<file path="config.mk">
export PLATFORM = sky130hd
export DESIGN_NAME = ibt_master_top
export DESIGN_NICKNAME = d
export VERILOG_FILES = /design/src/logic/ibt_pkg.sv /design/src/logic/ibt_master_top.sv
export SDC_FILE = /design/constraint.sdc
export NUM_CORES = 1
export LEC_CHECK = 0
export ABC_AREA = 1
export BUFFER_PORTS_ARGS = -buffer_cell sky130_fd_sc_hd__buf_2
export CAP_MARGIN = 5
export CORE_UTILIZATION = 43
export CTS_CLUSTER_SIZE = 14
export DETAILED_ROUTE_END_ITERATION = 16
export PLACE_DENSITY = 0.66
export SETUP_SLACK_MARGIN = 0.15
export SLEW_MARGIN = 20
export SYNTH_ARGS = -nofsm -noshare
export SYNTH_HDL_FRONTEND = slang
export SYNTH_SLANG_ARGS = --single-unit
</file>
<file path="constraint.sdc">
create_clock -name SYS_CLK_I -period 5.4 [get_ports SYS_CLK_I]
set_input_delay 1.62 -clock SYS_CLK_I [delete_from_list [all_inputs] [get_ports SYS_CLK_I]]
set_output_delay 1.62 -clock SYS_CLK_I [all_outputs]
set_load 0.1 [all_outputs]
</file>
<file path="src/logic/ibt_pkg.sv">
// Package and serial bit engine of the I2C master byte path
// Notes on behaviour
// [RL1] Reading rx holding register launches next received byte unless hold-off.
// [RL2] Receive-full flag sets when a received byte lands in holding register.
// [RL3] Receive-full flag with its enable raises the interrupt.
// [RL4] Hold-off set: read launches no byte; clear: read launches one.
// [RL5] Hold-off one stops clocks after final byte; zero allows streaming.
// [RL6] Host sets hold-off and ack value before reading rx holding.
// [RL7] Receive mode drives ack value on ninth bit; 0 ack, 1 nack.
// [RL8] Ack bit already driven when receive-full flag reads one.
// [RL9] Tx holding write starts sending once byte moves to shifter.
// [RL10] Next tx byte accepted while current one still shifts.
// [RL11] Tx-empty flag sets when holding moves into the shifter.
// [RL12] Tx-empty flag with its enable raises the interrupt.
// [RL13] Tx-end flag sets at ninth SCL rise if tx-empty is one.
// [RL14] Tx-end flag with its enable raises the interrupt.
// [RL15] Transmit mode stores returned ack bit; 0 ack, 1 nack.
// [RL16] Not-acknowledge received raises its own maskable interrupt.
// [RL17] Slave takes memory address as two bytes after slave address.
// [RL18] Host puts slave address in bits 7:1, direction in bit 0.
// [RL19] Rx holding read clears rx-full; tx holding write clears tx-empty.
`timescale 1ns/1ps
`default_nettype none
package ibt_pkg;
  localparam int unsigned CLK_PERIOD_NS = 50;
  localparam int unsigned SCL_PERIOD_NS = 400;
  localparam int unsigned SCL_HALF_CYC =
    (SCL_PERIOD_NS + 2 * CLK_PERIOD_NS - 1) / (2 * CLK_PERIOD_NS);
  localparam int unsigned AXI_AW = 8;
  localparam logic [7:0] ADDR_CTRL    = 8'h00;
  localparam logic [7:0] ADDR_STATUS  = 8'h04;
  localparam logic [7:0] ADDR_IRQ_EN  = 8'h08;
  localparam logic [7:0] ADDR_TX_HOLD = 8'h0c;
  localparam logic [7:0] ADDR_RX_HOLD = 8'h10;
  localparam int CTRL_TX_MODE = 0;
  localparam int CTRL_HOLD    = 1;
  localparam int CTRL_ACK     = 2;
  localparam logic [2:0] CTRL_RST = 3'h0;
  localparam int ST_TX_EMPTY = 0;
  localparam int ST_TX_END   = 1;
  localparam int ST_RX_FULL  = 2;
  localparam int ST_NACK     = 3;
  localparam int ST_ACK_RX   = 4;
  localparam int ST_BUSY     = 5;
  localparam logic [3:0] FLAGS_RST  = 4'h1;
  localparam logic [3:0] IRQ_EN_RST = 4'h0;
  localparam logic [1:0] RESP_OKAY   = 2'h0;
  localparam logic [1:0] RESP_SLVERR = 2'h2;
  typedef struct packed {
    logic nack;
    logic rx_full;
    logic tx_end;
    logic tx_empty;
  } ibt_flags_type;
  typedef struct packed {
    logic       done;
    logic       ninth;
    logic       ack;
    logic [7:0] data;
  } ibt_evt_type;
  typedef enum logic [1:0] {E_IDLE, E_LOW, E_RISE, E_HIGH} ibt_eng_type;
endpackage

module ibt_bit_engine #(
  parameter int unsigned HALF_CYC = ibt_pkg::SCL_HALF_CYC
) (
  // Clock and reset
  input  wire logic              clk_i,
  input  wire logic              rst_i,
  // Byte request
  input  wire logic              start_i,
  input  wire logic              tx_mode_i,
  input  wire logic [7:0]        tx_byte_i,
  input  wire logic              ack_send_i,
  output logic                   idle_o,
  output ibt_pkg::ibt_evt_type   evt_o,
  // Synchronised bus levels and drives
  input  wire logic              scl_i,
  input  wire logic              sda_i,
  output logic                   scl_oe_o,
  output logic                   sda_oe_o
);
  import ibt_pkg::*;
  localparam logic [7:0] HC = 8'(HALF_CYC - 1);
  typedef struct packed {
    ibt_eng_type st;
    logic [7:0]  cnt;
    logic [3:0]  bit_n;
    logic [7:0]  sh;
    logic        smp;
    logic        tx;
    logic        ack_s;
    logic        held;
    ibt_evt_type evt;
  } ibt_eng_state_type;
  ibt_eng_state_type st_q;
  ibt_eng_state_type st_d;
  logic              last_bit;
  logic              drv;

  assign last_bit = (st_q.bit_n == 4'h8);
  // Ninth bit: receive drives ack value, transmit releases for slave
  assign drv = last_bit ? (!st_q.tx && !st_q.ack_s) // RL7
                        : (st_q.tx && !st_q.sh[7]);
  assign idle_o   = (st_q.st == E_IDLE);
  // SCL stays low between bytes so the slave waits for us
  assign scl_oe_o = (st_q.st == E_LOW) || (idle_o && st_q.held);
  assign sda_oe_o = !idle_o && drv;
  assign evt_o    = st_q.evt;

  always_comb begin
    st_d = st_q;
    st_d.evt.done = 1'b0;
    st_d.evt.ninth = 1'b0;
    case (st_q.st)
      E_IDLE: if (start_i) begin
        st_d.st = E_LOW;
        st_d.cnt = HC;
        st_d.bit_n = 4'h0;
        st_d.sh = tx_byte_i;
        st_d.tx = tx_mode_i;
        st_d.ack_s = ack_send_i;
      end
      E_LOW: if (st_q.cnt == 8'h00) st_d.st = E_RISE;
             else st_d.cnt = st_q.cnt - 8'h01;
      // Waits for the line itself, so a stretching slave is honoured
      E_RISE: if (scl_i) begin
        st_d.st = E_HIGH;
        st_d.cnt = HC;
        st_d.smp = sda_i;
        if (last_bit) begin
          st_d.evt.ninth = 1'b1;
          st_d.evt.ack = sda_i;
        end
      end
      E_HIGH: if (st_q.cnt != 8'h00) begin
        st_d.cnt = st_q.cnt - 8'h01;
      end else if (last_bit) begin
        st_d.st = E_IDLE;
        st_d.held = 1'b1;
        st_d.evt.done = 1'b1;
        st_d.evt.data = st_q.sh;
      end else begin
        // Shift in the same cycle that pulls SCL low, so SDA never moves while high
        st_d.sh = {st_q.sh[6:0], st_q.smp};
        st_d.bit_n = st_q.bit_n + 4'h1;
        st_d.cnt = HC;
        st_d.st = E_LOW;
      end
      default: st_d.st = E_IDLE;
    endcase
  end

  always_ff @(posedge clk_i or posedge rst_i) begin
    if (rst_i) begin
      st_q <= '0;
    end else begin
      st_q <= st_d;
    end
  end

  property p_ack_drive;
    @(posedge clk_i) disable iff (rst_i)
    (st_q.st == E_HIGH && last_bit && !st_q.tx)
      |-> (sda_oe_o == !st_q.ack_s);
  endproperty
  a_ack_drive: assert property (p_ack_drive) // RL7
    else $error("ack value not driven on ninth bit");

  property p_ack_before_done;
    @(posedge clk_i) disable iff (rst_i)
    (st_q.evt.done && !st_q.tx)
      |-> ($past(sda_oe_o) == !st_q.ack_s) && !$past(scl_oe_o);
  endproperty
  a_ack_before_done: assert property (p_ack_before_done) // RL8
    else $error("receive byte ended without ack driven");
endmodule
`default_nettype wire
</file>
<file path="src/logic/ibt_master_top.sv">
// I2C master byte path: registers, flags, interrupts and AXI4-Lite slave
//
// The AXI4-Lite interface to the registers and the placing of the registers were chosen for this implementation.
`timescale 1ns/1ps
`default_nettype none
module ibt_master_top #(
  parameter int unsigned HALF_CYC = ibt_pkg::SCL_HALF_CYC
) (
  // Clock and reset
  input  wire logic                       SYS_CLK_I,
  input  wire logic                       RST_I,
  // AXI4-Lite write address
  input  wire logic [ibt_pkg::AXI_AW-1:0] S_AXI_AWADDR_I,
  input  wire logic                       S_AXI_AWVALID_I,
  output logic                            S_AXI_AWREADY_O,
  // AXI4-Lite write data
  input  wire logic [31:0]                S_AXI_WDATA_I,
  input  wire logic [3:0]                 S_AXI_WSTRB_I,
  input  wire logic                       S_AXI_WVALID_I,
  output logic                            S_AXI_WREADY_O,
  // AXI4-Lite write response
  output logic [1:0]                      S_AXI_BRESP_O,
  output logic                            S_AXI_BVALID_O,
  input  wire logic                       S_AXI_BREADY_I,
  // AXI4-Lite read address
  input  wire logic [ibt_pkg::AXI_AW-1:0] S_AXI_ARADDR_I,
  input  wire logic                       S_AXI_ARVALID_I,
  output logic                            S_AXI_ARREADY_O,
  // AXI4-Lite read data
  output logic [31:0]                     S_AXI_RDATA_O,
  output logic [1:0]                      S_AXI_RRESP_O,
  output logic                            S_AXI_RVALID_O,
  input  wire logic                       S_AXI_RREADY_I,
  // I2C clock line, open drain
  input  wire logic                       SCL_I,
  output logic                            SCL_O,
  output logic                            SCL_OE_O,
  // I2C data line, open drain
  input  wire logic                       SDA_I,
  output logic                            SDA_O,
  output logic                            SDA_OE_O,
  // Interrupt
  output logic                            IRQ_O
);
  import ibt_pkg::*;

  typedef struct packed {
    logic [1:0]        scl_sy;
    logic [1:0]        sda_sy;
    logic              aw_f;
    logic [AXI_AW-1:0] aw_a;
    logic              w_f;
    logic [31:0]       w_d;
    logic [3:0]        w_s;
    logic              bvalid;
    logic [1:0]        bresp;
    logic              rvalid;
    logic [31:0]       rdata;
    logic [1:0]        rresp;
    logic [2:0]        ctrl;
    ibt_flags_type     flags;
    logic [3:0]        irq_en;
    logic [7:0]        tx_hold;
    logic              tx_full;
    logic [7:0]        rx_hold;
    logic              rx_go;
    logic              ack_rx;
    logic              irq;
  } ibt_top_state_type;

  ibt_top_state_type st_q;
  ibt_top_state_type st_d;

  logic        aw_rdy;
  logic        w_rdy;
  logic        ar_rdy;
  logic        wr_go;
  logic        wr_lo;
  logic        wr_tx;
  logic        rd_go;
  logic        rd_rx;
  logic        rd_launch;
  logic        tx_mode;
  logic        hold_off;
  logic        eng_start;
  logic        eng_idle;
  logic        scl_oe;
  logic        sda_oe;
  ibt_evt_type eng_evt;

  ibt_bit_engine #(
    .HALF_CYC (HALF_CYC)
  ) u_engine (
    .clk_i      (SYS_CLK_I),
    .rst_i      (RST_I),
    .start_i    (eng_start),
    .tx_mode_i  (tx_mode),
    .tx_byte_i  (st_q.tx_hold),
    .ack_send_i (st_q.ctrl[CTRL_ACK]),
    .idle_o     (eng_idle),
    .evt_o      (eng_evt),
    .scl_i      (st_q.scl_sy[1]),
    .sda_i      (st_q.sda_sy[1]),
    .scl_oe_o   (scl_oe),
    .sda_oe_o   (sda_oe)
  );

  // One write and one read in flight; a held response blocks the next
  assign aw_rdy = !st_q.aw_f && !st_q.bvalid;
  assign w_rdy  = !st_q.w_f && !st_q.bvalid;
  assign ar_rdy = !st_q.rvalid;
  assign wr_go  = st_q.aw_f && st_q.w_f && !st_q.bvalid;
  assign wr_lo  = wr_go && st_q.w_s[0];
  assign wr_tx  = wr_lo && (st_q.aw_a == ADDR_TX_HOLD);
  assign rd_go  = S_AXI_ARVALID_I && ar_rdy;
  assign rd_rx  = rd_go && (S_AXI_ARADDR_I == ADDR_RX_HOLD);

  assign tx_mode  = st_q.ctrl[CTRL_TX_MODE];
  assign hold_off = st_q.ctrl[CTRL_HOLD];
  // Hold-off set: the read just drains the last byte, no new clocks
  assign rd_launch = rd_rx && !hold_off && !tx_mode; // RL1 RL4 RL5
  // Holding byte moves to the shifter as soon as the engine is free
  assign eng_start = eng_idle &&
                     (tx_mode ? st_q.tx_full : st_q.rx_go); // RL9 RL1

  always_comb begin
    st_d = st_q;
    // Pins come from another domain: two flops before any use
    st_d.scl_sy = {st_q.scl_sy[0], SCL_I};
    st_d.sda_sy = {st_q.sda_sy[0], SDA_I};

    if (S_AXI_AWVALID_I && aw_rdy) begin
      st_d.aw_f = 1'b1;
      st_d.aw_a = S_AXI_AWADDR_I;
    end
    if (S_AXI_WVALID_I && w_rdy) begin
      st_d.w_f = 1'b1;
      st_d.w_d = S_AXI_WDATA_I;
      st_d.w_s = S_AXI_WSTRB_I;
    end
    if (st_q.bvalid && S_AXI_BREADY_I) begin
      st_d.bvalid = 1'b0;
    end
    if (st_q.rvalid && S_AXI_RREADY_I) begin
      st_d.rvalid = 1'b0;
    end

    // Register writes; all fields sit in byte lane 0
    if (wr_go) begin
      st_d.aw_f = 1'b0;
      st_d.w_f = 1'b0;
      st_d.bvalid = 1'b1;
      st_d.bresp = RESP_OKAY;
      case (st_q.aw_a)
        ADDR_CTRL: if (wr_lo) begin
          st_d.ctrl = st_q.w_d[2:0];
        end
        ADDR_STATUS: if (wr_lo) begin
          st_d.flags = ibt_flags_type'(st_q.flags & ~st_q.w_d[3:0]);
        end
        ADDR_IRQ_EN: if (wr_lo) begin
          st_d.irq_en = st_q.w_d[3:0];
        end
        ADDR_TX_HOLD: if (wr_lo) begin
          // Accepted even mid-byte, so bytes follow back to back
          st_d.tx_hold = st_q.w_d[7:0]; // RL10
          st_d.tx_full = 1'b1;
          st_d.flags.tx_empty = 1'b0; // RL19
        end
        ADDR_RX_HOLD: begin
        end
        default: st_d.bresp = RESP_SLVERR;
      endcase
    end

    // Register reads
    if (rd_go) begin
      st_d.rvalid = 1'b1;
      st_d.rresp = RESP_OKAY;
      st_d.rdata = 32'h0;
      case (S_AXI_ARADDR_I)
        ADDR_CTRL: st_d.rdata[2:0] = st_q.ctrl;
        ADDR_STATUS: begin
          st_d.rdata[3:0] = st_q.flags;
          st_d.rdata[ST_ACK_RX] = st_q.ack_rx;
          st_d.rdata[ST_BUSY] = !eng_idle;
        end
        ADDR_IRQ_EN: st_d.rdata[3:0] = st_q.irq_en;
        ADDR_TX_HOLD: st_d.rdata[7:0] = st_q.tx_hold;
        ADDR_RX_HOLD: begin
          st_d.rdata[7:0] = st_q.rx_hold;
          st_d.flags.rx_full = 1'b0; // RL19
        end
        default: st_d.rresp = RESP_SLVERR;
      endcase
    end

    // A launch request waits here until the engine is free
    if (rd_launch) begin
      st_d.rx_go = 1'b1;
    end else if (eng_start && !tx_mode) begin
      st_d.rx_go = 1'b0;
    end else if (tx_mode) begin
      st_d.rx_go = 1'b0;
    end

    // Hardware events come last so a set wins over a clear, except that a tx holding write in the same cycle keeps tx_empty clear
    if (eng_start && tx_mode) begin
      st_d.tx_full = wr_tx;
      st_d.flags.tx_empty = !wr_tx; // RL11
    end
    if (eng_evt.ninth && tx_mode && st_q.flags.tx_empty) begin
      st_d.flags.tx_end = 1'b1; // RL13
    end
    if (eng_evt.done) begin
      if (tx_mode) begin
        st_d.ack_rx = eng_evt.ack; // RL15
        if (eng_evt.ack) begin
          st_d.flags.nack = 1'b1; // RL16
        end
      end else begin
        st_d.rx_hold = eng_evt.data;
        st_d.flags.rx_full = 1'b1; // RL2 RL8
      end
    end

    // One level line for all four sources
    st_d.irq = |(st_q.flags & st_q.irq_en); // RL3 RL12 RL14 RL16
  end

  always_ff @(posedge SYS_CLK_I or posedge RST_I) begin
    if (RST_I) begin
      st_q <= '0;
      st_q.scl_sy <= 2'h3;
      st_q.sda_sy <= 2'h3;
      st_q.ctrl <= CTRL_RST;
      st_q.flags <= ibt_flags_type'(FLAGS_RST);
      st_q.irq_en <= IRQ_EN_RST;
    end else begin
      st_q <= st_d;
    end
  end

  assign S_AXI_AWREADY_O = aw_rdy;
  assign S_AXI_WREADY_O  = w_rdy;
  assign S_AXI_BRESP_O   = st_q.bresp;
  assign S_AXI_BVALID_O  = st_q.bvalid;
  assign S_AXI_ARREADY_O = ar_rdy;
  assign S_AXI_RDATA_O   = st_q.rdata;
  assign S_AXI_RRESP_O   = st_q.rresp;
  assign S_AXI_RVALID_O  = st_q.rvalid;
  // Open drain: only ever pull low, release otherwise
  assign SCL_O    = 1'b0;
  assign SDA_O    = 1'b0;
  assign SCL_OE_O = scl_oe;
  assign SDA_OE_O = sda_oe;
  assign IRQ_O    = st_q.irq;

  property p_rx_launch;
    @(posedge SYS_CLK_I) disable iff (RST_I)
    (rd_rx && !hold_off && !tx_mode && eng_idle) |-> ##2 !eng_idle;
  endproperty
  a_rx_launch: assert property (p_rx_launch) // RL1
    else $error("rx holding read did not launch a byte");

  property p_hold_off;
    @(posedge SYS_CLK_I) disable iff (RST_I)
    (rd_rx && hold_off && !tx_mode && eng_idle && !st_q.rx_go)
      |-> ##1 (!tx_mode && eng_idle) ##1 eng_idle;
  endproperty
  a_hold_off: assert property (p_hold_off) // RL4
    else $error("byte clocked despite hold-off");

  property p_rx_full;
    @(posedge SYS_CLK_I) disable iff (RST_I)
    (eng_evt.done && !tx_mode)
      |=> st_q.flags.rx_full && (st_q.rx_hold == $past(eng_evt.data));
  endproperty
  a_rx_full: assert property (p_rx_full) // RL2
    else $error("received byte not flagged");

  property p_rx_irq;
    @(posedge SYS_CLK_I) disable iff (RST_I)
    (st_q.flags.rx_full && st_q.irq_en[ST_RX_FULL]) |=> IRQ_O;
  endproperty
  a_rx_irq: assert property (p_rx_irq) // RL3
    else $error("receive-full interrupt missing");

  property p_tx_move;
    @(posedge SYS_CLK_I) disable iff (RST_I)
    (tx_mode && st_q.tx_full && eng_idle && !wr_tx)
      |=> st_q.flags.tx_empty && !st_q.tx_full && !eng_idle;
  endproperty
  a_tx_move: assert property (p_tx_move) // RL11
    else $error("holding byte not moved or tx-empty not set");

  property p_tx_accept;
    @(posedge SYS_CLK_I) disable iff (RST_I)
    wr_tx |=> st_q.tx_full && !st_q.flags.tx_empty
      && (st_q.tx_hold == $past(st_q.w_d[7:0]));
  endproperty
  a_tx_accept: assert property (p_tx_accept) // RL10
    else $error("tx holding write not accepted");

  property p_tx_irq;
    @(posedge SYS_CLK_I) disable iff (RST_I)
    (st_q.flags.tx_empty && st_q.irq_en[ST_TX_EMPTY]) |=> IRQ_O;
  endproperty
  a_tx_irq: assert property (p_tx_irq) // RL12
    else $error("tx-empty interrupt missing");

  property p_tx_end;
    @(posedge SYS_CLK_I) disable iff (RST_I)
    (eng_evt.ninth && tx_mode && st_q.flags.tx_empty)
      |=> st_q.flags.tx_end;
  endproperty
  a_tx_end: assert property (p_tx_end) // RL13
    else $error("tx-end not set at ninth clock");

  property p_end_irq;
    @(posedge SYS_CLK_I) disable iff (RST_I)
    (st_q.flags.tx_end && st_q.irq_en[ST_TX_END]) |=> IRQ_O;
  endproperty
  a_end_irq: assert property (p_end_irq) // RL14
    else $error("tx-end interrupt missing");

  property p_ack_rx;
    @(posedge SYS_CLK_I) disable iff (RST_I)
    (eng_evt.done && tx_mode)
      |=> (st_q.ack_rx == $past(eng_evt.ack))
          && (!st_q.ack_rx || st_q.flags.nack);
  endproperty
  a_ack_rx: assert property (p_ack_rx) // RL15
    else $error("returned ack not captured");

  property p_nack_irq;
    @(posedge SYS_CLK_I) disable iff (RST_I)
    (st_q.flags.nack && st_q.irq_en[ST_NACK]) |=> IRQ_O;
  endproperty
  a_nack_irq: assert property (p_nack_irq) // RL16
    else $error("nack interrupt missing");

  property p_rx_clear;
    @(posedge SYS_CLK_I) disable iff (RST_I)
    (rd_rx && !(eng_evt.done && !tx_mode)) |=> !st_q.flags.rx_full;
  endproperty
  a_rx_clear: assert property (p_rx_clear) // RL19
    else $error("rx-full not cleared by read");
endmodule
`default_nettype wire

</file>
==> metrics.md, run 1 <==
| Metric | Value |
|---|---|
| Peak supply drop | `between 0.15 and 0.2 mV` |
| DIE WIDTH | `around 110 µm` |
| Largest net degree at the start of global routing | `78` |
| Final worst path period need | `3.66 ns` |
| Fin Clk Skew | `between 0.008 and 0.009 ns` |
| Fill count | `1143` |
| Commonest non-fill, non-tap cells in the layout | `nand2_1 (138), dfrtp_1 (98), inv_1 (71)` |
| Clock tree from TritonCTS | `built` |
| Clock Latency Late Sink | `0.34 ns` |
| Port bufs | `a little over 50` |
| Part of the Yosys area used for sequential elements | `49.1%` |
| Mapped Cells | `around 630` |
| Row cnt | `40` |
| Post-DR wirelength/cell | `about 13 µm` |
| Sink Count | `about 100` |
| Post-route ant nets | `0` |
| Antenna diode count | `0` |
| Synth top area share | `46.6%` |
| I/O Pins | `107` |
| Crit Path Category | `flip-flop to primary output` |
| Crit. Startpoint | `u_engine.st_q[35]` |
| Yosys warning count | `0` |
| Vias in the first global route | `3907` |
| Pwr per Cell Area | `493 nW/µm²` |
| Synth Cell Area | `roughly 5300 µm²` |
| Reg-to-reg slack, setup | `~2.8 ns` |
| Hold Crit Class | `flip-flop to flip-flop` |
| Commonest non-fill, non-tap cell in the layout | `nand2_1` |
| Crit path max-delay cell type | `buf_2` |
| Relative slew slack | `37.0%` |
| Crit path max-delay family | `buffers and inverters` |
| Pleak | `between 0.003 and 0.004 µW` |
| Hpwl dp | `7620 µm` |
| Final wirelength | `10500 µm` |
| Final core utilization | `between 40% and 50%` |
| Final worst-path cycle share | `67.8%` |
| Layout cells sized above 1 | `between 10% and 20%` |
| Reg2reg end | `u_engine.st_q[27]` |
| Worst Path Max Fanout | `5` |
| Critical path capture point type | `primary output` |
| DIE HEIGHT | `113 µm` |
| Final Max Tran Viols | `0` |
| Reg area | `2580 µm²` |
| Worst path depth | `6` |
| RR Startpoint | `u_engine.st_q[36]` |
| Initial antenna violation count | `0` |
| Final setup fails | `0` |
| Worst Setup EP | `SDA_OE_O` |
| Distinct cells, synth | `37` |
| First-pass GRT wire length | `between 15000 and 20000 µm` |
| CTS Buffer Depth | `2` |
| Status | `finished clean` |
| Non-filler cells, final | `about 820` |
| DIE AREA | `12700 µm²` |
| Reg clk slew, reported paths | `0.07 ns` |
| Cts bufs inserted | `9` |
| Max-Cap Viols | `0` |
| Via density | `just under 5` |
| Drt first pass iters | `4` |
| CTS resizes | `0` |
| Synth area leader | `dfrtp_1` |
| Fmax | `273 MHz` |
| Cell Chain, Critical Path | `inv_1 -> ha_1 -> inv_1 -> o21ai_0 -> nor2_1 -> buf_2` |
| Slew @ Worst Pin | `about 0.94 ns` |
| Residual DRC count | `0` |
| Area Overhead vs Synth | `8.89%` |
| Tot GR Track Use | `around 18%` |
| Placer Congestion | `0.866` |
| Final hold viol count | `0` |
| RSZ-0062 raised after global routing | `false` |
| Root Buffer | `clkbuf_16` |
| CP bufs+invs | `3` |
| 1st-iter DRT viols | `around 220` |
| Cell mode on critical path | `inv_1` |
| Area contributors post-synth | `dfrtp_1 (47%), nand2_1 (9.8%), buf_4 (5.6%)` |
| Grt total ovfl | `0` |
| Post-CTS Setup Bufs | `0` |
| Initial cell density of the core | `44.0%` |
| Worst-case reg-to-reg path depth | `8` |
| Seq cells post-synth | `slightly above 100` |
| Arrival @ worst endpoint | `2.04 ns` |
| # hold bufs at CTS | `0` |
| Via count | `approximately 4000` |
| Setup slack after layout | `1.74 ns` |
| Nets@finish | `736` |
| Max stage delay on crit path | `approximately 0.46 ns` |
| Core footprint | `approximately 12000 µm²` |
| Placed insts | `roughly 800` |
| H-tree Lvls | `3` |
| Total Neg Setup Slack | `0 ns` |
| Syn Area/Cell | `8.39 µm²` |
| Multi-input gate area | `roughly 2100 µm²` |
| Dpl ws | `2.11 ns` |
| Critical path required time | `between 3 and 4 ns` |
| Critical path startpoint category | `flip-flop` |
worst min path at each step:
| stage | from | end | slack [ns] | cells past startpoint |
|---|---|---|---|---|
| finish | st_d[116] | st_q[116] | 0.36 | 0 |
| global route | st_d[118] | st_q[118] | 0.36 | 0 |
| CTS | st_d[116] | st_q[116] | 0.36 | 0 |
| floorplan | st_d[116] | st_q[116] | 0.35 | 0 |
| detailed placement | st_d[116] | st_q[116] | 0.35 | 0 |
| global placement | st_d[118] | st_q[118] | 0.35 | 0 |
sequential cells by signal (all words and copies together), names as in the netlist:
| signal | count |
|---|---|
| hold_off | 1 |
| IRQ_O | 1 |
| S_AXI_BRESP_O | 1 |
| u_engine.evt_o | 11 |
| S_AXI_RDATA_O | 8 |
| S_AXI_RRESP_O | 1 |
| st_q | 50 |
| S_AXI_BVALID_O | 1 |
| st_d | 2 |
| u_engine.st_q | 26 |
| S_AXI_RVALID_O | 1 |
cells by family (layout without fill, tap and decap cells):
kind of cell               count (synthesis)  count (layout)  synth area share (%)
and+or+nand+nor                          285             285                  25.0
buffers and inverters                    130             147                  12.5
DFF                                      103             103                  49.1
AOI/OAI and AO/OA                         90              90                  9.49
adders and majority gates                  9               9                  2.14
muxes                                      5               5                  1.07
xor gates and xnor gates                   4               4                 0.666
other                                      1              28                0.0713
per-layer routing:
layer  share of wire, %  wire length, µm  up-vias  global-route usage (%)
li1                   -                -     2008                       -
met1                 47             4890     1854                    22.4
met2                 46             4870       94                    29.8
met3                4.0              423       23                    3.40
met4                2.9              303        0                    9.07
met5                  0                0        -                       0
area by class of cell:
class | instances | share of cell area [%]
tap | 147 | 3.21
timing repair buffer | 52 | 4.59
multi-input combinational | 421 | 37.0
sequential | 103 | 45.1
clock inverter | 6 | 0.808
clock buffer | 10 | 4.00
inverter | 79 | 5.28
per-stage QoR:
step,total power (µW),cell area (µm²),hold slack [ns]
2_1_floorplan,2060,5360,0.345
3_5_place_dp,2230,5460,0.347
5_1_grt,3010,5730,0.362
3_3_place_gp,2200,5460,0.346
4_1_cts,2840,5730,0.357
6_report,2820,5730,0.357
cell usage after synthesis, drive strengths merged:
cell       n
nand3     53
nand4      9
dfrtp     98
xor2       3
clkbuf     4
conb       1
xnor2      1
inv       78
o21bai     1
dfstp      5
mux2       5
nor4       1
or2        7
clkinv     1
o211ai     7
o21ai     62
nor2      66
nand2    144
o2111ai    1
ha         9
nor3       5
a21oi     19
buf       47
where the power goes:
part	switching, µW	internal [µW]	total (µW)	leakage (µW)
Combinational	879	308	1190	0.00157
Sequential	102	927	1030	0.00133
Clock	291	315	606	0.000123
Total	1270	1550	2820	0.00302
(Power assumes the default switching activity.)
==> run 2: changes to the inputs <==
Settings changed: ABC_AREA 1 to 0.
Clock period 5.4 ns to 3.5 ns, I/O delays scaled along.
==> run 2 against run 1 <==
  * Sequential share of layout area up 1.1 points
  * Critical endpoint unchanged
  * Clock skew up 0.0058 ns
  * Critical path depth up 1
  * Core utilization up 1.1 points
==> metrics.md, run 2 <==
| Metric | Value |
|---|---|
| Port bufs | `51 (unchanged)` |
| Final Max Tran Viols | `0 (unchanged)` |
| Largest net degree at the start of global routing | `56 (-28%)` |
| DIE WIDTH | `110 µm (-1.9%)` |
| Clock tree from TritonCTS | `built` |
| Root Buffer | `clkbuf_16` |
| Post-route cell area | `5590 µm² (-2.4%)` |
| Area contributors post-synth | `dfrtp_1 (48%), mux2_2 (15%), buf_4 (5.6%)` |
| Fill count | `1027 (-10%)` |
| Synth top cells by count | `dfrtp_1 (98), mux2_2 (68), buf_4 (38)` |
| Distinct cells, synth | `54 (+46%)` |
| Non-filler cells, final | `621 (-24%)` |
| Hold slack | `0.357 ns (+0.000312 ns)` |
| Cts bufs inserted | `9 (unchanged)` |
| Final wirelength | `9820 µm (-6.3%)` |
| Int Power | `2460 µW (+59%)` |
| RSZ-0062 raised after global routing | `false` |
| Slew @ Worst Pin | `0.859 ns (-0.0857 ns)` |
| # hold bufs at CTS | `0 (unchanged)` |
| Reg-to-reg slack, setup | `1.02 ns (-1.82 ns)` |
| Post-synthesis mux area share | `16.3% (+15 points)` |
| Synth Cell Area | `5060 µm² (-3.9%)` |
| Logic gate share of total power | `37.0% (-5.1 points)` |
| Simple-gate share of the synthesized area | `10.4% (-15 points)` |
| Post-synth EDFFs | `0 (unchanged)` |
| I/O Pins | `107 (unchanged)` |
| Sw Share | `41.1% (-4.0 points)` |
| Drt first pass iters | `4 (unchanged)` |
| Post-route ant nets | `0 (unchanged)` |
| Synth top area share | `48.5% (+1.9 points)` |
| Fmax | `around 320 MHz` |
| Worst Path Max Fanout | `5 (unchanged)` |
| Total Neg Setup Slack | `0 ns (unchanged)` |
| Critical path startpoint category | `flip-flop` |
| Max FFs per register | `50 (unchanged)` |
| Yosys warning count | `0 (unchanged)` |
| Max-Cap Viols | `0 (unchanged)` |
| Nets@finish | `543 (-26%)` |
| Part of the Yosys area used for sequential elements | `51.1% (+2.0 points)` |
| Reg clk slew, reported paths | `0.07 ns (about the same)` |
| Seq cells post-synth | `103 (unchanged)` |
| Sink Count | `103 (unchanged)` |
| Mapped Cells | `432 (-31%)` |
| Layout cells sized above 1 | `31.6% (+14 points)` |
| Cell Chain, Critical Path | `inv_1 -> ha_1 -> nand3b_1 -> nor3_1 -> a31oi_1 -> nor2_1 -> buf_2` |
| Initial cell density of the core | `44.3% (+0.31 points)` |
| Adder-cell share of the synthesized area | `2.23% (+0.086 points)` |
| Final setup fails | `0 (unchanged)` |
| DIE AREA | `12200 µm² (-3.8%)` |
| Via count | `3303 (-17%)` |
| Antenna diode count | `0 (unchanged)` |
| 1st-iter DRT viols | `194 (-12%)` |
| Residual DRC count | `0 (unchanged)` |
| Fin Clk Skew | `0.0141 ns (+0.00581 ns)` |
| Syn Area/Cell | `11.7 µm² (+40%)` |
| Top reg by flops | `st_q` |
| FFs w/ async S/R, synth | `100% (unchanged)` |
| Max stage delay on crit path | `0.45 ns (about the same)` |
| Crit path max-delay cell type | `buf_2` |
| Placer Congestion | `0.796 (-8.1%)` |
| Grt total ovfl | `0 (unchanged)` |
| Status | `finished clean` |
| Dpl cell area | `5300 µm² (-2.8%)` |
| Vias in the first global route | `3307 (-15%)` |
| CTS Buffer Depth | `2 (unchanged)` |
| Initial antenna violation count | `0 (unchanged)` |
| Area Overhead vs Synth | `10.5%` |
| Hold Crit Class | `flip-flop to flip-flop` |
| Commonest non-fill, non-tap cells in the layout | `dfrtp_1 (98), mux2_2 (68), buf_2 (51)` |
| Core footprint | `11400 µm² (-4.5%)` |
| Pwr per Cell Area | `747 nW/µm² (+52%)` |
| Commonest non-fill, non-tap cell in the layout | `dfrtp_1` |
| Main synth FF type | `dfrtp_1` |
| Relative slew slack | `42.6% (+5.6 points)` |
| Pleak | `0.00267 µW (-11%)` |
| Via density | `5.32 (+9.3%)` |
| Hpwl dp | `7040 µm (-7.6%)` |
| H-tree Lvls | `3 (unchanged)` |
| Final worst path period need | `3.17 ns` |
| Final hold viol count | `0 (unchanged)` |
| Clock share of power | `23.4% (+1.9 points)` |
| Arrival @ worst endpoint | `2.12 ns (+0.08 ns)` |
| Crit Path Category | `flip-flop to primary output` |
| Placed insts | `605 (-25%)` |
| Post-CTS Setup Bufs | `0 (unchanged)` |
| Psw | `1710 µW (+35%)` |
| Final worst-path cycle share | `between 90% and 100%` |
| Synth area leader | `dfrtp_1` |
| Row cnt | `39 (-2.5%)` |
| Sequential fraction of design power | `39.6% (+3.2 points)` |
| Synth Area in XOR/XNOR | `0% (-0.67 points)` |
| Most frequent cell after synthesis | `dfrtp_1` |
| Peak supply drop | `0.820 mV (+330%)` |
| Clock Latency Late Sink | `0.35 ns (about the same)` |
| CTS resizes | `0 (unchanged)` |
| Synth Area in Compound Gates | `11.7% (+2.2 points)` |
| Critical path required time | `2.45 ns (-1.33 ns)` |
| First-pass GRT wire length | `16400 µm (-9.0%)` |
| Largest family of logic cells by synthesized area | `multiplexers` |
| Critical path capture point type | `primary output` |
| DIE HEIGHT | `110 µm (-1.9%)` |
| Post-DR wirelength/cell | `15.8 µm (+23%)` |
| Tot GR Track Use | `16.9% (-1.1 points)` |
[run 2: final cells by class]
class                      instances  area (µm²)  share of cell area (%)
tap                              143         179                    3.20
timing repair buffer              55         298                    5.33
clock inverter                     6        61.3                    1.10
clock buffer                      10         229                    4.09
multi-input combinational        284        2160                    38.7
inverter                          20        78.8                    1.41
sequential                       103        2580                    46.2
[run 2: logic make-up after synthesis]
logic type,Yosys count
multiplexers,74
AND/OR/NAND/NOR,91
buffers and inverters,72
other,1
flip-flops,103
AO/OA/AOI/OAI,82
adder cells (fa/ha/maj),9
[run 2: path summary, 6_finish.rpt]
path                            cells past startpoint                 to              start
worst max-delay path                                7           SDA_OE_O  u_engine.st_q[23]
worst min-delay path                                0          st_q[116]          st_d[116]
worst max register to register                      5  u_engine.st_q[34]  u_engine.st_q[35]
worst min register to register                      0          st_q[116]          st_d[116]
max in group asynchronous                           3          st_q[118]              RST_I
min in group asynchronous                           2          st_q[106]              RST_I
[run 2: power by group through the flow]
stage / combinational [µW] / sequential (µW) / clock [µW]
2_1_floorplan: 1260 / 1640 / 0
3_3_place_gp: 1510 / 1660 / 0
3_5_place_dp: 1550 / 1670 / 0
4_1_cts: 1550 / 1650 / 999
5_1_grt: 1690 / 1690 / 1050
6_report: 1550 / 1650 / 975
[run 2: critical path: cells and delay by family (launching register included)]
family | cells | cell delay (ns)
AO/OA/AOI/OAI | 1 | 0.07
adder cells (fa/ha/maj) | 1 | 0.19
buffers and inverters | 2 | 0.55
flip-flops | 1 | 0.40
AND/OR/NAND/NOR | 3 | 0.57
[run 2: routing by layer]
| metal | vias to the layer above | global-route usage, % | share of wire, % |
|---|---|---|---|
| met5 | - | 0 | 0 |
| met2 | 87 | 26.7 | 46 |
| met3 | 12 | 2.69 | 3.5 |
| li1 | 1572 | - | - |
| met4 | 0 | 7.20 | 1.8 |
| met1 | 1632 | 23.0 | 48 |
[run 2: through the flow]
stage	utilization [%]	power, µW	worst slack [ns]
after global routing	49.0	4420	0.235
after global placement	46.4	3160	0.731
after CTS	49.0	4200	0.353
after floorplan	-	2900	0.222
final	49.0	4170	0.328
after detailed placement	46.4	3220	0.718
